==> src/verilog/mon_regs_pkg.sv <==
/*
 * Constants and carrier types for the hardware-monitor control and status bank.
 * Assumes a single 100 MHz clock and a simple strobed register port.
 */
package mon_regs_pkg;
	// Register addresses
	localparam logic [7:0] ADDR_CHAN_MODE = 8'h16;
	localparam logic [7:0] ADDR_CONFIG_ONE = 8'h40;
	localparam logic [7:0] ADDR_IRQ_STATUS_ONE = 8'h41;
	localparam logic [7:0] ADDR_IRQ_STATUS_TWO = 8'h42;
	localparam logic [7:0] ADDR_IRQ_MASK_ONE = 8'h43;
	localparam logic [7:0] ADDR_IRQ_MASK_TWO = 8'h44;
	// Reset values
	localparam logic [7:0] RST_CHAN_MODE = 8'h00;
	localparam logic [7:0] RST_CONFIG_ONE = 8'h08;
	localparam logic [7:0] RST_STATUS = 8'h00;
	localparam logic [7:0] RST_MASK = 8'h00;
	// Channel-mode field positions
	localparam int CM_MULTI_A = 0;
	localparam int CM_MULTI_B = 1;
	localparam int CM_DIODE_TWO = 2;
	localparam int CM_SUPPLY_RANGE = 3;
	localparam int CM_IRQ_EN_LO = 4;
	localparam int CM_VOLTAGE_ID_OR_IRQ_SELECT = 7;
	// Config-one field positions
	localparam int CF_RUN = 0;
	localparam int CF_INT_EN = 1;
	localparam int CF_THERMAL_ALARM_PIN_EN = 2;
	localparam int CF_INT_CLEAR = 3;
	localparam int CF_RESET = 4;
	localparam int CF_THERMAL_ALARM_CLEAR = 6;
	localparam int CF_INIT = 7;
	// Status-two field positions
	localparam int ST2_CHASSIS = 4;
	localparam int ST2_THERMAL_ALARM_PIN_PIN = 5;
	localparam int ST2_DIODE_LO = 6;
	// Bits of status two that exist; 2 and 3 read zero
	localparam logic [7:0] ST2_USED = 8'hF3;
	// Reset pulse length
	localparam int RST_PULSE_MS = 45;
	localparam int CLK_MHZ = 100;
	localparam int RST_PULSE_CYCLES = RST_PULSE_MS * CLK_MHZ * 1000;
	localparam int RST_CNT_W = 23;
	// Reset pulse sequencer, one-hot
	typedef enum logic [1:0] {
		RP_IDLE = 2'b01,
		RP_PULSE = 2'b10
	} rst_pulse_e;
	// One register-port request
	typedef struct packed {
		logic [7:0] addr;
		logic [7:0] wdata;
		logic wr;
		logic rd;
	} bus_req_s;
endpackage : mon_regs_pkg

==> src/verilog/monitor_config_and_irq_status.sv <==
/*
 * Control and status register bank of a system hardware monitor: channel
 * mode, run and interrupt control, sticky status with read-clear, masks,
 * interrupt, thermal alarm and timed reset outputs.
 * Assumes the measurement engine runs on the same clock and reports
 * limit, temperature and diode events as levels; pins are asynchronous.
 */
//
// Overview of operation
// - Mode bit 0: input A tach or analog
// - Mode bit 1: input B tach or analog
// - Mode bit 2: supplies or second diode
// - Mode bit 3: supply range 3.3/5 V
// - Mode bits 4-6 enable interrupt pins
// - Mode bit 7: voltage-ID or interrupt pins
// - Config bit 0 runs or stands by
// - Stopping run keeps interrupt asserted
// - Config bit 1 gates interrupt output
// - Config bit 3 clears interrupt, pauses monitoring
// - Config bit 4 gives 45 ms reset
// - Config bit 6 clears thermal alarm
// - Config bit 7 restores config, status and mask defaults; mode is kept
// - Status one flags per-channel limit errors
// - Temperature interrupts also set status bits
// - Status two: 12 V, core two
// - Status two bit 4: chassis intrusion
// - Status two bit 5: thermal pin pulled
// - Status two bits 6-7: diode faults
// - Status read clears bits read
// - Mask bit blocks its status bit
`timescale 1ns/1ns
module monitor_config_and_irq_status #(
	parameter int unsigned RstPulseCycles = mon_regs_pkg::RST_PULSE_CYCLES
) (
	input wire logic clock,
	input wire logic sys_rst,
	input wire mon_regs_pkg::bus_req_s busReq,
	output logic [7:0] rdData,
	input wire logic [7:0] limitHitOne,
	input wire logic [1:0] limitHitTwo,
	input wire logic [1:0] tempIrq,
	input wire logic tempAlarm,
	input wire logic [1:0] diodeFault,
	input wire logic chassisPin,
	input wire logic thermalAlarmPinIn,
	output logic thermalAlarmPinOut,
	output logic thermalAlarmPinOe,
	input wire logic [4:0] voltageIdPins,
	output logic [4:0] voltageIdInputs,
	output logic intOutN,
	output logic resetOutN,
	output logic scanActive,
	output logic multiInputASelect,
	output logic multiInputBSelect,
	output logic diodeTwoSelect,
	output logic supplyRangeSelect,
	output logic voltageIdOrIrqSelect
);
	import mon_regs_pkg::*;

	// Registers
	logic [7:0] chanMode_q, chanMode_d; // Channel mode
	logic [7:0] cfgOne_q, cfgOne_d; // Config one, bits 4, 6 and 7 never held
	logic [7:0] stOne_q, stOne_d; // Sticky status one
	logic [7:0] stTwo_q, stTwo_d; // Sticky status two
	logic [7:0] maskOne_q, maskOne_d; // Interrupt mask one
	logic [7:0] maskTwo_q, maskTwo_d; // Interrupt mask two
	logic [7:0] rdData_q; // Read data, valid one cycle after strobe
	// Pin synchronisers, stage A read only by stage B
	logic [9:0] pinSyncA_q, pinSyncB_q;
	logic chassisPrev_q; // For rising-edge detection of intrusion
	logic thermLatch_q, thermLatch_d; // Thermal alarm drive
	logic [1:0] ownDrive_q; // Own drive, delayed to line up with the pin synchroniser
	logic intOutN_q; // Interrupt pin, active low
	logic extIrqAct_q; // Enabled interrupt pins active
	logic scanActive_q; // Monitoring running
	logic [4:0] vid_q; // Captured voltage-ID value
	rst_pulse_e rpState_q, rpState_d; // Reset pulse sequencer
	logic [RST_CNT_W-1:0] rpCnt_q, rpCnt_d; // Remaining low cycles
	logic resetOutN_q; // Reset pin

	// Decoded pin views
	wire chassisSync = pinSyncB_q[0];
	wire thermInSync = pinSyncB_q[1];
	wire [2:0] irqPinSync = pinSyncB_q[4:2];
	wire [4:0] vidSync = pinSyncB_q[9:5];

	// Address decode
	wire selMode = (busReq.addr == ADDR_CHAN_MODE);
	wire selCfg = (busReq.addr == ADDR_CONFIG_ONE);
	wire selSt1 = (busReq.addr == ADDR_IRQ_STATUS_ONE);
	wire selSt2 = (busReq.addr == ADDR_IRQ_STATUS_TWO);
	wire selM1 = (busReq.addr == ADDR_IRQ_MASK_ONE);
	wire selM2 = (busReq.addr == ADDR_IRQ_MASK_TWO);
	wire wrCfg = busReq.wr && selCfg;
	wire initReq = wrCfg && busReq.wdata[CF_INIT]; // Restore defaults
	wire thermClr = wrCfg && busReq.wdata[CF_THERMAL_ALARM_CLEAR]; // Thermal clear
	wire rstReq = wrCfg && busReq.wdata[CF_RESET]; // Start reset pulse

	// Monitoring runs only when started and not held by interrupt clear
	wire monActive = cfgOne_q[CF_RUN] && !cfgOne_q[CF_INT_CLEAR];

	// Status event sources; temperature interrupts join their limit bits
	wire [7:0] evOne = monActive
		? (limitHitOne | {2'b00, tempIrq, 4'h0}) : 8'h00;
	// Own drive stays masked until the synchroniser has caught up with the wire;
	// otherwise releasing the pin would look like an outside pull for two cycles
	wire extThermLow = !thermInSync && !thermLatch_q && (ownDrive_q == 2'b00);
	wire [7:0] evTwo = {diodeFault, extThermLow, chassisSync && !chassisPrev_q,
		2'b00, monActive ? limitHitTwo : 2'b00};

	// Read-clear strobes for the status registers
	wire rdSt1 = busReq.rd && selSt1;
	wire rdSt2 = busReq.rd && selSt2;

	// Read data selection; unmapped addresses read zero
	wire [7:0] rdMux = selMode ? chanMode_q
		: selCfg ? (cfgOne_q | {3'b000, (rpState_q == RP_PULSE), 4'h0})
		: selSt1 ? stOne_q
		: selSt2 ? (stTwo_q & ST2_USED)
		: selM1 ? maskOne_q
		: selM2 ? maskTwo_q
		: 8'h00;

	// Unmasked status and external interrupt pins feed the interrupt
	wire anyUnmasked = |(stOne_q & ~maskOne_q) || |(stTwo_q & ~maskTwo_q);
	wire [2:0] irqEn = chanMode_q[CM_IRQ_EN_LO+2:CM_IRQ_EN_LO];
	wire extIrqNow = chanMode_q[CM_VOLTAGE_ID_OR_IRQ_SELECT] && |(irqPinSync & irqEn);
	// Run bit plays no part, so stopping keeps the pin asserted
	wire intAssert = cfgOne_q[CF_INT_EN] && !cfgOne_q[CF_INT_CLEAR]
		&& (anyUnmasked || extIrqAct_q);

	// Channel mode register
	always_comb begin
		chanMode_d = chanMode_q;
		if (busReq.wr && selMode) begin
			chanMode_d = busReq.wdata;
		end
	end

	// Config one: init wins over everything and self-clears
	always_comb begin
		cfgOne_d = cfgOne_q;
		if (initReq) begin
			cfgOne_d = RST_CONFIG_ONE;
		end else if (wrCfg) begin
			// Reset, thermal clear and init are actions, not storage
			cfgOne_d = busReq.wdata & 8'h2F;
		end
	end

	// Sticky status: a new event in a read cycle survives the clear
	always_comb begin
		stOne_d = (rdSt1 ? 8'h00 : stOne_q) | evOne;
		stTwo_d = ((rdSt2 ? 8'h00 : stTwo_q) | evTwo) & ST2_USED;
		if (initReq) begin
			stOne_d = RST_STATUS;
			stTwo_d = RST_STATUS;
		end
	end

	// Masks
	always_comb begin
		maskOne_d = maskOne_q;
		maskTwo_d = maskTwo_q;
		if (initReq) begin
			maskOne_d = RST_MASK;
			maskTwo_d = RST_MASK;
		end else begin
			if (busReq.wr && selM1) begin
				maskOne_d = busReq.wdata;
			end
			if (busReq.wr && selM2) begin
				maskTwo_d = busReq.wdata;
			end
		end
	end

	// Thermal alarm latch; a new alarm beats a clear in the same cycle
	always_comb begin
		thermLatch_d = thermLatch_q;
		if (thermClr) begin
			thermLatch_d = 1'b0;
		end
		if (tempAlarm && cfgOne_q[CF_THERMAL_ALARM_PIN_EN]) begin
			thermLatch_d = 1'b1;
		end
	end

	// Reset pulse sequencer; a request during a pulse is ignored
	always_comb begin
		rpState_d = rpState_q;
		rpCnt_d = rpCnt_q;
		case (rpState_q)
			RP_IDLE: begin
				if (rstReq) begin
					rpState_d = RP_PULSE;
					rpCnt_d = RST_CNT_W'(RstPulseCycles - 1);
				end
			end
			RP_PULSE: begin
				if (rpCnt_q == '0) begin
					rpState_d = RP_IDLE;
				end else begin
					rpCnt_d = rpCnt_q - RST_CNT_W'(1);
				end
			end
			default: begin
				rpState_d = RP_IDLE;
			end
		endcase
	end

	// Register state
	always_ff @(posedge clock) begin
		if (sys_rst) begin
			chanMode_q <= RST_CHAN_MODE;
			cfgOne_q <= RST_CONFIG_ONE;
			stOne_q <= RST_STATUS;
			stTwo_q <= RST_STATUS;
			maskOne_q <= RST_MASK;
			maskTwo_q <= RST_MASK;
			rdData_q <= 8'h00;
		end else begin
			chanMode_q <= chanMode_d;
			cfgOne_q <= cfgOne_d;
			stOne_q <= stOne_d;
			stTwo_q <= stTwo_d;
			maskOne_q <= maskOne_d;
			maskTwo_q <= maskTwo_d;
			rdData_q <= busReq.rd ? rdMux : 8'h00;
		end
	end

	// Two-stage pin synchronisers
	always_ff @(posedge clock) begin
		if (sys_rst) begin
			// Thermal wire idles high under its pull-up; zero here would flag a false pull
			pinSyncA_q <= 10'h002;
			pinSyncB_q <= 10'h002;
			chassisPrev_q <= 1'b0;
			ownDrive_q <= 2'b00;
		end else begin
			pinSyncA_q <= {voltageIdPins, irqPinsFromVid(voltageIdPins), thermalAlarmPinIn,
				chassisPin};
			pinSyncB_q <= pinSyncA_q;
			chassisPrev_q <= chassisSync;
			ownDrive_q <= {ownDrive_q[0], thermLatch_q};
		end
	end

	// The three interrupt pins share the voltage-ID group, top three pins
	function automatic logic [2:0] irqPinsFromVid(input logic [4:0] pins);
		irqPinsFromVid = {pins[2], pins[3], pins[4]};
	endfunction : irqPinsFromVid

	// Output drivers
	always_ff @(posedge clock) begin
		if (sys_rst) begin
			thermLatch_q <= 1'b0;
			intOutN_q <= 1'b1;
			extIrqAct_q <= 1'b0;
			scanActive_q <= 1'b0;
			vid_q <= 5'h00;
			rpState_q <= RP_IDLE;
			rpCnt_q <= '0;
			resetOutN_q <= 1'b1;
		end else begin
			thermLatch_q <= thermLatch_d;
			intOutN_q <= !intAssert;
			extIrqAct_q <= extIrqNow;
			scanActive_q <= monActive;
			// Voltage-ID value is only meaningful in ID mode
			vid_q <= chanMode_q[CM_VOLTAGE_ID_OR_IRQ_SELECT] ? 5'h00 : vidSync;
			rpState_q <= rpState_d;
			rpCnt_q <= rpCnt_d;
			resetOutN_q <= (rpState_d != RP_PULSE);
		end
	end

	assign rdData = rdData_q;
	assign thermalAlarmPinOut = 1'b0; // Open drain: only ever pulls low
	assign thermalAlarmPinOe = thermLatch_q;
	assign voltageIdInputs = vid_q;
	assign intOutN = intOutN_q;
	assign resetOutN = resetOutN_q;
	assign scanActive = scanActive_q;
	assign multiInputASelect = chanMode_q[CM_MULTI_A];
	assign multiInputBSelect = chanMode_q[CM_MULTI_B];
	assign diodeTwoSelect = chanMode_q[CM_DIODE_TWO];
	assign supplyRangeSelect = chanMode_q[CM_SUPPLY_RANGE];
	assign voltageIdOrIrqSelect = chanMode_q[CM_VOLTAGE_ID_OR_IRQ_SELECT];

	// Helper: cycles the reset pin has stayed low, cleared while it is high
	logic [RST_CNT_W:0] lowCnt_q;
	always_ff @(posedge clock) begin
		if (sys_rst || resetOutN_q) begin
			lowCnt_q <= '0;
		end else begin
			lowCnt_q <= lowCnt_q + (RST_CNT_W+1)'(1);
		end
	end
endmodule : monitor_config_and_irq_status

==> config.mk <==
export PLATFORM = sky130hd
export DESIGN_NAME = monitor_config_and_irq_status
export DESIGN_NICKNAME = d
export VERILOG_FILES = /design/src/verilog/mon_regs_pkg.sv /design/src/verilog/monitor_config_and_irq_status.sv
export SDC_FILE = /design/constraint.sdc
export NUM_CORES = 1
export LEC_CHECK = 0
export BUFFER_PORTS_ARGS = -buffer_cell sky130_fd_sc_hd__buf_2
export CAP_MARGIN = 0
export CORE_MARGIN = 3
export CORE_UTILIZATION = 53
export CTS_BUF_LIST = sky130_fd_sc_hd__clkbuf_8
export DETAILED_ROUTE_END_ITERATION = 10
export PLACE_DENSITY = 0.78
export SYNTH_ARGS = -nofsm -noshare
export SYNTH_HDL_FRONTEND = slang
export SYNTH_SLANG_ARGS = --single-unit
export TNS_END_PERCENT = 100
==> constraint.sdc <==
create_clock -name clock -period 2.2 [get_ports clock]
set_input_delay 0.33 -clock clock [delete_from_list [all_inputs] [get_ports clock]]
set_output_delay 0.33 -clock clock [all_outputs]
set_load 0.02 [all_outputs]
# Yosys cells after proc, flatten, opt, wreduce, memory -nomap -nowiden
# Cells that the tools add are included.
# W data, S select, Z words.
[op_classes]
bitwise = 10
reduce_logical = 35
n_addsub = 1
n_mux = 18
n_eq_ne = 11
[ops]
columns = ["op", "count"]
rows = [
  ["$mux W8", 9],
  ["$mux W23", 2],
  ["$pmux W23 S2", 1],
  ["$eq A8 B7 Y1 const B", 5],
  ["$logic_not A23 Y1", 1],
  ["$sub A23 B1 Y23 const B", 1],
  ["$logic_and A1 B1 Y1", 17],
  ["$and A8 B8 Y8", 2],
  ["$not A8 Y8", 2],
  ["$or A8 B8 Y8", 2],
  ["$reduce_or A8 Y1", 2],
  ["$eq A8 B5 Y1 const B", 1],
  ["$or A8 B6 Y8", 1],
  ["$mux W2", 3],
  ["$ne A2 B2 Y1 const B", 3],
  ["$or A6 B5 Y6", 1],
  ["$reduce_or A2 Y1", 3],
  ["$logic_not A1 Y1", 5],
  ["$pmux W2 S2", 1],
  ["$reduce_bool A2 Y1", 2],
  ["$and A3 B3 Y3", 1],
  ["$reduce_and A3 Y1", 1],
  ["$reduce_or A3 Y1", 1],
  ["$eq A2 B1 Y1 const B", 1],
  ["5 further kinds", 7],
]
[totals]
register_bits = 111
in_bits = 42
wordCells = 95

# Depth between registers and ports, before layout
# Gate-level depths: netlist of the first run.
[depth]
ltp_word = 7
ltp_mapped = 9
ltp_nobuf = 8

# Worst setup path after synthesis of the first run
# OpenSTA, ideal clock, no wires.
[synth_path]
path_type = "register -> register"
startpoint = "register rpCnt_q[7]"
endpoint = "register rpCnt_q[3]"
stages_incl_launch_ff = 9
path_buffers = 2
path_slack_ns = 0.109
arrival_time_ns = 1.958
synth_period_minus_slack_ns = 2.091
path_cell_list = "dfxtp_1 or4_1 buf_2 nor4_4 nand3_2 buf_2 nand3_1 xor2_1 a21oi_1"
[synth_via]
elab_chain_len = 3
[synth_rtl]
columns = ["element", "line", "rtl"]
rows = [
  ["from (decl)", "monitor_config_and_irq_status.sv:79", "logic [RST_CNT_W-1:0] rpCnt_q, rpCnt_d;"],
  ["from (signal assigned)", "monitor_config_and_irq_status.sv:276", "rpCnt_q <= rpCnt_d;"],
  ["$logic_not A23 Y1", "monitor_config_and_irq_status.sv:202", "if (rpCnt_q == '0) begin"],
  ["$ne A2 B2 Y1 (no source line)", "-", ""],
  ["$reduce_and A3 Y1 (no source line)", "-", ""],
]
# No other way between the ends.
# A chain may end at the register's enable or synchronous reset.

# Worst setup path after layout of the first run
[layout_path]
startpoint = "register rpCnt_q[3]"
endpoint = "register rpCnt_q[20]"
[layout_via]
elab_chain_len = 3
elab_cells_between_ends = 6
classes_between = "add/sub: 1; eq/ne: 1; mux: 2; reduce/logical: 2"
[layout_rtl]
columns = ["element", "line"]
rows = [
  ["$sub A23 B1 Y23 / $logic_not A23 Y1 (equally long branches)", "monitor_config_and_irq_status.sv:205, monitor_config_and_irq_status.sv:202"],
  ["$mux W23 / $ne A2 B2 Y1 (equally long branches)", "-"],
  ["$pmux W23 S2 / $reduce_and A3 Y1 (equally long branches)", "-"],
]
# Several ways; a longest one is shown, not always the timed one. The select of a mux whose other input is x is not followed.

==> metrics.md, run 1 <==
| Metric | Value |
|---|---|
| Row count | `32` |
| Clk root buf | `clkbuf_8` |
| Post-route ant nets | `0` |
| DR WL/cell | `16.5 um` |
| Clock Skews | `0.0121 ns` |
| Max IR drop VDD | `0.368 mV` |
| Ys flop type | `dfxtp_1` |
| GPL Wtd Cong | `0.961` |
| HPWL after DPL | `8180 um` |
| CTS tree | `yes` |
| Vias in the first global route | `3571` |
| Arr. time, crit path | `2.44 ns` |
| Min-Delay Path Depth | `2` |
| IO Pins | `65` |
| Total power | `3.20 mW` |
| Clock transition at path regs | `0.10 ns` |
| Num CTS Buffers | `9` |
| Async set-reset flop share out of synthesis | `0` |
| Slew @ Worst Pin | `0.631 ns` |
| Via count | `3943` |
| Area of the multi-input gates | `0.00206 sq mm` |
| Total Routed Length | `11300 um` |
| Post-cts hold buffer count | `0` |
| Width of the die | `95.7 um` |
| H-tree lvl count | `3` |
| Share of post-route cells with drive strength above 1 | `0.221` |
| Reg area | `0.00207 sq mm` |
| First-pass GRT wire length | `17400 um` |
| Starting Density | `0.549` |
| Antenna diodes | `0` |
| Fmax | `467 MHz` |
| FF-to-FF path depth | `6` |
| Final Critical Period | `2.14 ns` |
| Fill cell count | `679` |
| Area grow syn2layout | `19.0%` |
| CTS Buffer Depth | `2` |
| Max-slew violations | `0` |
| Fin crit share | `0.973` |
| Kind of critical path | `flop to flop` |
| Fin util | `0.654` |
| DRC viols | `0` |
| Core area | `0.00777 sq mm` |
| Final Hold Vio Count | `0` |
| GR Overflow Total | `0` |
| Syn Area/Cell | `8.53 sq um` |
| Setup repair after global routing missed its margin | `yes` |
| Post-synth EDFFs | `0` |
| Largest net degree at the start of global routing | `36` |
| Synthesized cell area | `0.00427 sq mm` |
| Clock sink count | `103` |
| Max incr delay on CP | `0.57 ns` |
| Slowest CP cell | `or4_4` |
| Latest clock arrival within the worst-skew pair | `0.38 ns` |
| Pwr/cell area | `631 mW/mm^2` |
| Iteration-0 DRC Markers | `260` |
| HP Class | `input pin to flop` |
| Max cap viols | `0` |
| Setup slack at placement | `-0.0439 ns` |
| Max transition margin | `0.580` |
| DR vias/cell | `5.75` |
| Die area | `0.00916 sq mm` |
| Syn Nets | `545` |
| Initial antenna violation count | `0` |
| #FFs+latches synth | `103` |
| Register area share after synthesis | `0.483` |
| Endpoint class of the critical path | `flop` |
| Yosys warnings | `0` |
| Synth unique cells | `50` |
| CP cell instances | `or4_4 > nor4_4 > buf_4 > nand3_4 > or4_1 > a21oi_1` |
| Setup Viol. Count Final | `0` |
| Final worst slack | `0.0590 ns` |
| Nets | `624` |
| Total leakage power | `2.03 nW` |
| Worst-path maximum fanout | `4` |
| Outcome | `completed` |
| Die Y | `95.7 um` |
| Overall Global Routing Usage | `0.249` |
| Pre-antenna DRT Iters | `4` |
| Port Buffers | `63` |
| Syn Inst Count | `500` |
| CP startpoint kind | `flop` |
| CP Data Required Time | `2.50 ns` |
## where the power goes
| part | internal [mW] | switching [mW] | leakage (nW) |
|---|---|---|---|
| sequential | 1.89 | 0.0116 | 0.836 |
| combinational | 0.0822 | 0.122 | 1.11 |
| clock | 0.425 | 0.678 | 0.0877 |
## cell usage in the layout (no fill, tap or decap), types with 3 or more instances in the layout
master,n
a21oi_1,56
a22oi_1,9
nand3_1,18
buf_2,63
buf_4,30
o22ai_1,8
nand4_1,9
inv_1,19
ha_1,3
clkbuf_8,9
dfxtp_2,3
nand2_1,56
nand4b_1,4
or4_1,5
nor2_1,51
nor2b_1,20
dfxtp_1,99
nand2b_1,5
o21ai_0,9
or3_1,7
a211oi_1,6
xor2_1,14
mux2i_1,10
a222oi_1,3
nor4_1,3
o31ai_1,3
a31oi_1,3
and2_1,7
nor3_1,9
or4_4,3
nor3b_1,4
## stage by stage
step / hold slack, ns / setup TNS [ns] / area (sq um) / std cells
after floorplan: 0.381 / 0 / 4270 / 500
after global placement: 0.395 / 0 / 4820 / 666
after detailed placement: 0.396 / -0.187 / 4820 / 666
after CTS: 0.139 / 0 / 5020 / 683
after global routing: 0.149 / -0.0265 / 5080 / 686
final: 0.148 / 0 / 5080 / 686
## sequential cells by signal, summed over array words and instances, names as in the netlist
name               cells
cfgOne_q               5
chanMode_q             8
chassisPrev_q          1
extIrqAct_q            1
intOutN                1
maskOne_q              8
maskTwo_q              8
ownDrive_q             2
pinSyncA_q             7
pinSyncB_q             7
rdData                 8
resetOutN              1
rpCnt_q               23
rpState_q              2
scanActive             1
stOne_q                8
stTwo_q                6
thermalAlarmPinOe      1
voltageIdInputs        5
## critical path: cells and delay by family, from the launching register on
family	cells	cell delay [ns]
compound gates	1	0.14
buf+inv	1	0.19
flops	1	0.34
simple gates	4	1.40
## synth_stat cells, types with 2 or more instances
master | number | area share
xor2_1 | 14 | 0.029
nand4_1 | 9 | 0.013
a22oi_1 | 9 | 0.016
a211oi_1 | 6 | 0.011
ha_1 | 3 | 0.0088
a21oi_1 | 56 | 0.066
mux2i_1 | 10 | 0.023
nor2b_1 | 21 | 0.031
nor2_1 | 51 | 0.045
o22ai_1 | 8 | 0.012
and3_1 | 2 | 0.0029
and2_1 | 7 | 0.010
dfxtp_1 | 103 | 0.48
nor3b_1 | 4 | 0.0070
o21ai_0 | 9 | 0.011
nand3_1 | 18 | 0.021
inv_1 | 19 | 0.017
o31ai_1 | 3 | 0.0053
a31oi_1 | 3 | 0.0044
nand2b_1 | 5 | 0.0073
nand4b_1 | 4 | 0.0082
o211ai_1 | 2 | 0.0035
nand3_2 | 2 | 0.0047
or2_2 | 2 | 0.0029
nand2_1 | 56 | 0.049
nor3_1 | 9 | 0.011
clkbuf_1 | 17 | 0.015
buf_2 | 5 | 0.0059
or4_1 | 7 | 0.012
nor4_1 | 4 | 0.0059
or3_1 | 7 | 0.010
buf_1 | 4 | 0.0035
a211o_1 | 2 | 0.0041
a222oi_1 | 3 | 0.0070
## cell families (layout without fill, tap and decap cells)
kind of cell	after synthesis	after routing	share of synthesized area
adder cells (fa/ha/maj)	3	3	0.00880
flip-flops	103	103	0.483
AO/OA/AOI/OAI	107	107	0.151
buffers and inverters	46	130	0.0428
AND/OR/NAND/NOR	216	216	0.261
multiplexers	10	10	0.0235
other	1	1	0.000879
XOR/XNOR	14	14	0.0287
## final timing paths
check	slack, ns	endpoint	start
worst max register to register	0.06	rpCnt_q[20]	rpCnt_q[3]
worst max-delay path	0.06	rpCnt_q[20]	rpCnt_q[3]
worst min-delay path	0.15	pinSyncA_q[1]	thermalAlarmPinIn
worst min register to register	0.42	pinSyncB_q[1]	pinSyncA_q[1]
## metal layers
metal  part of all wire  vias up  global-route usage
met2               0.47      162               0.406
met5                  0        -                   0
met3              0.070       25              0.0500
met4              0.031        0               0.118
met1               0.43     1847               0.314
li1                   -     1909                   -
## area by class of cell
type                            instances  area share
Clock buffer                            9      0.0244
Clock inverter                          7      0.0113
Inverter                               19      0.0140
Multi-Input combinational cell        351       0.405
Sequential cell                       103       0.408
Tap cell                              102      0.0251
Timing Repair Buffer                   95       0.113
## timing repair
action                                 in CTS  in global routing
resized for setup                           1                 12
endpoints found under the hold margin       0                  0
buffers inserted                            1                  3
setup endpoints to repair                   7                 11
pin swaps                                   1                  3
Note: power is estimated with default switching activity, not from simulation.
==> run 2, diff against run 1 <==
- CORE_UTILIZATION: 53 -> 59
- CTS_CLUSTER_DIAMETER: default -> 100
- PLACE_DENSITY: 0.78 -> 0.82
- clock period: 2.2 -> 2.4 ns (I/O delays scaled with it)
==> metrics.md, run 2 (synthesis results as in run 1) <==
| Metric | Value |
|---|---|
| Outcome | `completed` |
| Row count | `30` |
| Slew @ Worst Pin | `0.774 ns` |
| DR WL/cell | `16.8 um` |
| Final Hold Vio Count | `0` |
| DRC viols | `0` |
| Arr. time, crit path | `2.49 ns` |
| CTS tree | `yes` |
| Clock Skews | `0.00802 ns` |
| Setup Viol. Count Final | `0` |
| Pwr/cell area | `614 mW/mm^2` |
| Port Buffers | `63` |
| Largest net degree at the start of global routing | `36` |
| Met3 WL | `953 um` |
| Total Routed Length | `11200 um` |
| Commonest non-fill, non-tap cell in the layout | `dfxtp_1` |
| CP startpoint kind | `flop` |
| Clk root buf | `clkbuf_8` |
| GPL Wtd Cong | `0.958` |
| Max incr delay on CP | `0.60 ns` |
| Worst-path maximum fanout | `15` |
| Die area | `0.00829 sq mm` |
| Max cap viols | `0` |
| Area of the multi-input gates | `0.00203 sq mm` |
| DR top layer | `met4` |
| Total leakage power | `1.98 nW` |
| Clock sink count | `103` |
| Worst hold margin | `0.183 ns` |
| Crit-path leading delay family | `simple AND/OR/NAND/NOR gates` |
| H-tree lvl count | `3` |
| Clock transition at path regs | `0.10 ns` |
| DR vias/cell | `5.74` |
| Nets | `611` |
| Endpoint class of the critical path | `flop` |
| Post-cts hold buffer count | `0` |
| CP Data Required Time | `2.67 ns` |
| Reg area | `0.00206 sq mm` |
| Max IR drop VDD | `0.495 mV` |
| CTS Buffer Depth | `2` |
| Iteration-0 DRC Markers | `347` |
| Core area | `0.00691 sq mm` |
| Area grow syn2layout | `16.5%` |
| DR WL met2 | `4930 um` |
| Max transition margin | `0.483` |
| Initial antenna violation count | `0` |
| Number of post-CTS setup repair buffers | `0` |
| Largest register by flop count | `rpCnt_q` |
| Max reg flops | `23` |
| Starting Density | `0.618` |
| Post-cts gate resize count | `0` |
| First-pass GRT wire length | `18200 um` |
| Share of post-route cells with drive strength above 1 | `0.194` |
| Overall Global Routing Usage | `0.274` |
| Kind of critical path | `flop to flop` |
| Latest clock arrival within the worst-skew pair | `0.36 ns` |
| HP Class | `input pin to flop` |
| IO Pins | `65` |
| Crit path buffers/inverters | `1` |
| Width of the die | `91.0 um` |
| GR Overflow Total | `0` |
| Final Critical Period | `2.22 ns` |
| Max-slew violations | `0` |
| Pre-antenna DRT Iters | `5` |
| Most frequent cells in the layout | `dfxtp_1, buf_2, nand2_1, a21oi_1, nor2_1` |
| Die Y | `91.0 um` |
| Fmax | `451 MHz` |
| Vias in the first global route | `3576` |
| Setup repair after global routing missed its margin | `no` |
| CP cell instances | `or4_1 > nor4_2 > nand3_2 > buf_4 > and2_1 > a311oi_1` |
| Slowest CP cell | `or4_1` |
| Antenna diodes | `0` |
| Num CTS Buffers | `9` |
| WL met1 | `5150 um` |
| Fill cell count | `582` |
| Via count | `3829` |
| Post-route ant nets | `0` |
| Setup TNS | `0 ns` |
| HPWL after DPL | `8240 um` |
| Fin crit share | `0.924` |
## run 2: changes by cell type in the layout (fill, tap and decap cells not counted), sizes merged
cell | previous run | this run
bufinv | 0 | 1
clkinv | 3 | 2
clkinvlp | 2 | 1
buf | 95 | 82
inv | 21 | 22
## run 2: final timing paths
path / cells past startpoint / end / from / slack [ns]
setup / recovery: 6 / rpCnt_q[1] / rpCnt_q[18] / 0.18
setup reg to reg: 6 / rpCnt_q[1] / rpCnt_q[18] / 0.18
hold reg to reg: 1 / pinSyncB_q[1] / pinSyncA_q[1] / 0.44
hold / removal: 2 / pinSyncA_q[1] / thermalAlarmPinIn / 0.18
## run 2: per-layer routing
| layer | global-route usage | vias to the layer above |
|---|---|---|
| li1 | - | 1874 |
| met1 | 0.396 | 1773 |
| met2 | 0.419 | 165 |
| met3 | 0.0555 | 17 |
| met4 | 0.0678 | 0 |
| met5 | 0 | - |
## run 2: layout make-up
| class | count | share of cell area |
|---|---|---|
| Timing Repair Buffer | 82 | 0.0947 |
| Inverter | 19 | 0.0144 |
| Sequential cell | 103 | 0.415 |
| Tap cell | 96 | 0.0242 |
| Multi-Input combinational cell | 351 | 0.409 |
| Clock buffer | 9 | 0.0249 |
| Clock inverter | 7 | 0.0174 |
## run 2: worst reg2reg max path, cell delays in order, from the launching register on
cell,delay (ns)
dfxtp_1,0.37
or4_1,0.60
nor4_2,0.35
nand3_2,0.12
buf_4,0.21
and2_1,0.20
a311oi_1,0.27
## run 2: where the power goes
| group | switching [mW] | internal (mW) |
|---|---|---|
| logic | 0.115 | 0.0736 |
| registers | 0.0106 | 1.73 |
| clock network | 0.620 | 0.504 |
| total | 0.746 | 2.31 |
## run 2: metrics by stage
step / std cells / util / total power [mW] / worst slack, ns / cell area, sq um
3_3_place_gp: 651 / 0.687 / 1.96 / 0.174 / 4750
4_1_cts: 667 / 0.718 / 3.08 / 0.116 / 4960
3_5_place_dp: 651 / 0.687 / 1.97 / 0.0979 / 4750
2_1_floorplan: 500 / - / 1.88 / 0.309 / 4270
5_1_grt: 667 / 0.719 / 3.16 / 0.0167 / 4970
6_report: 667 / 0.719 / 3.05 / 0.183 / 4970
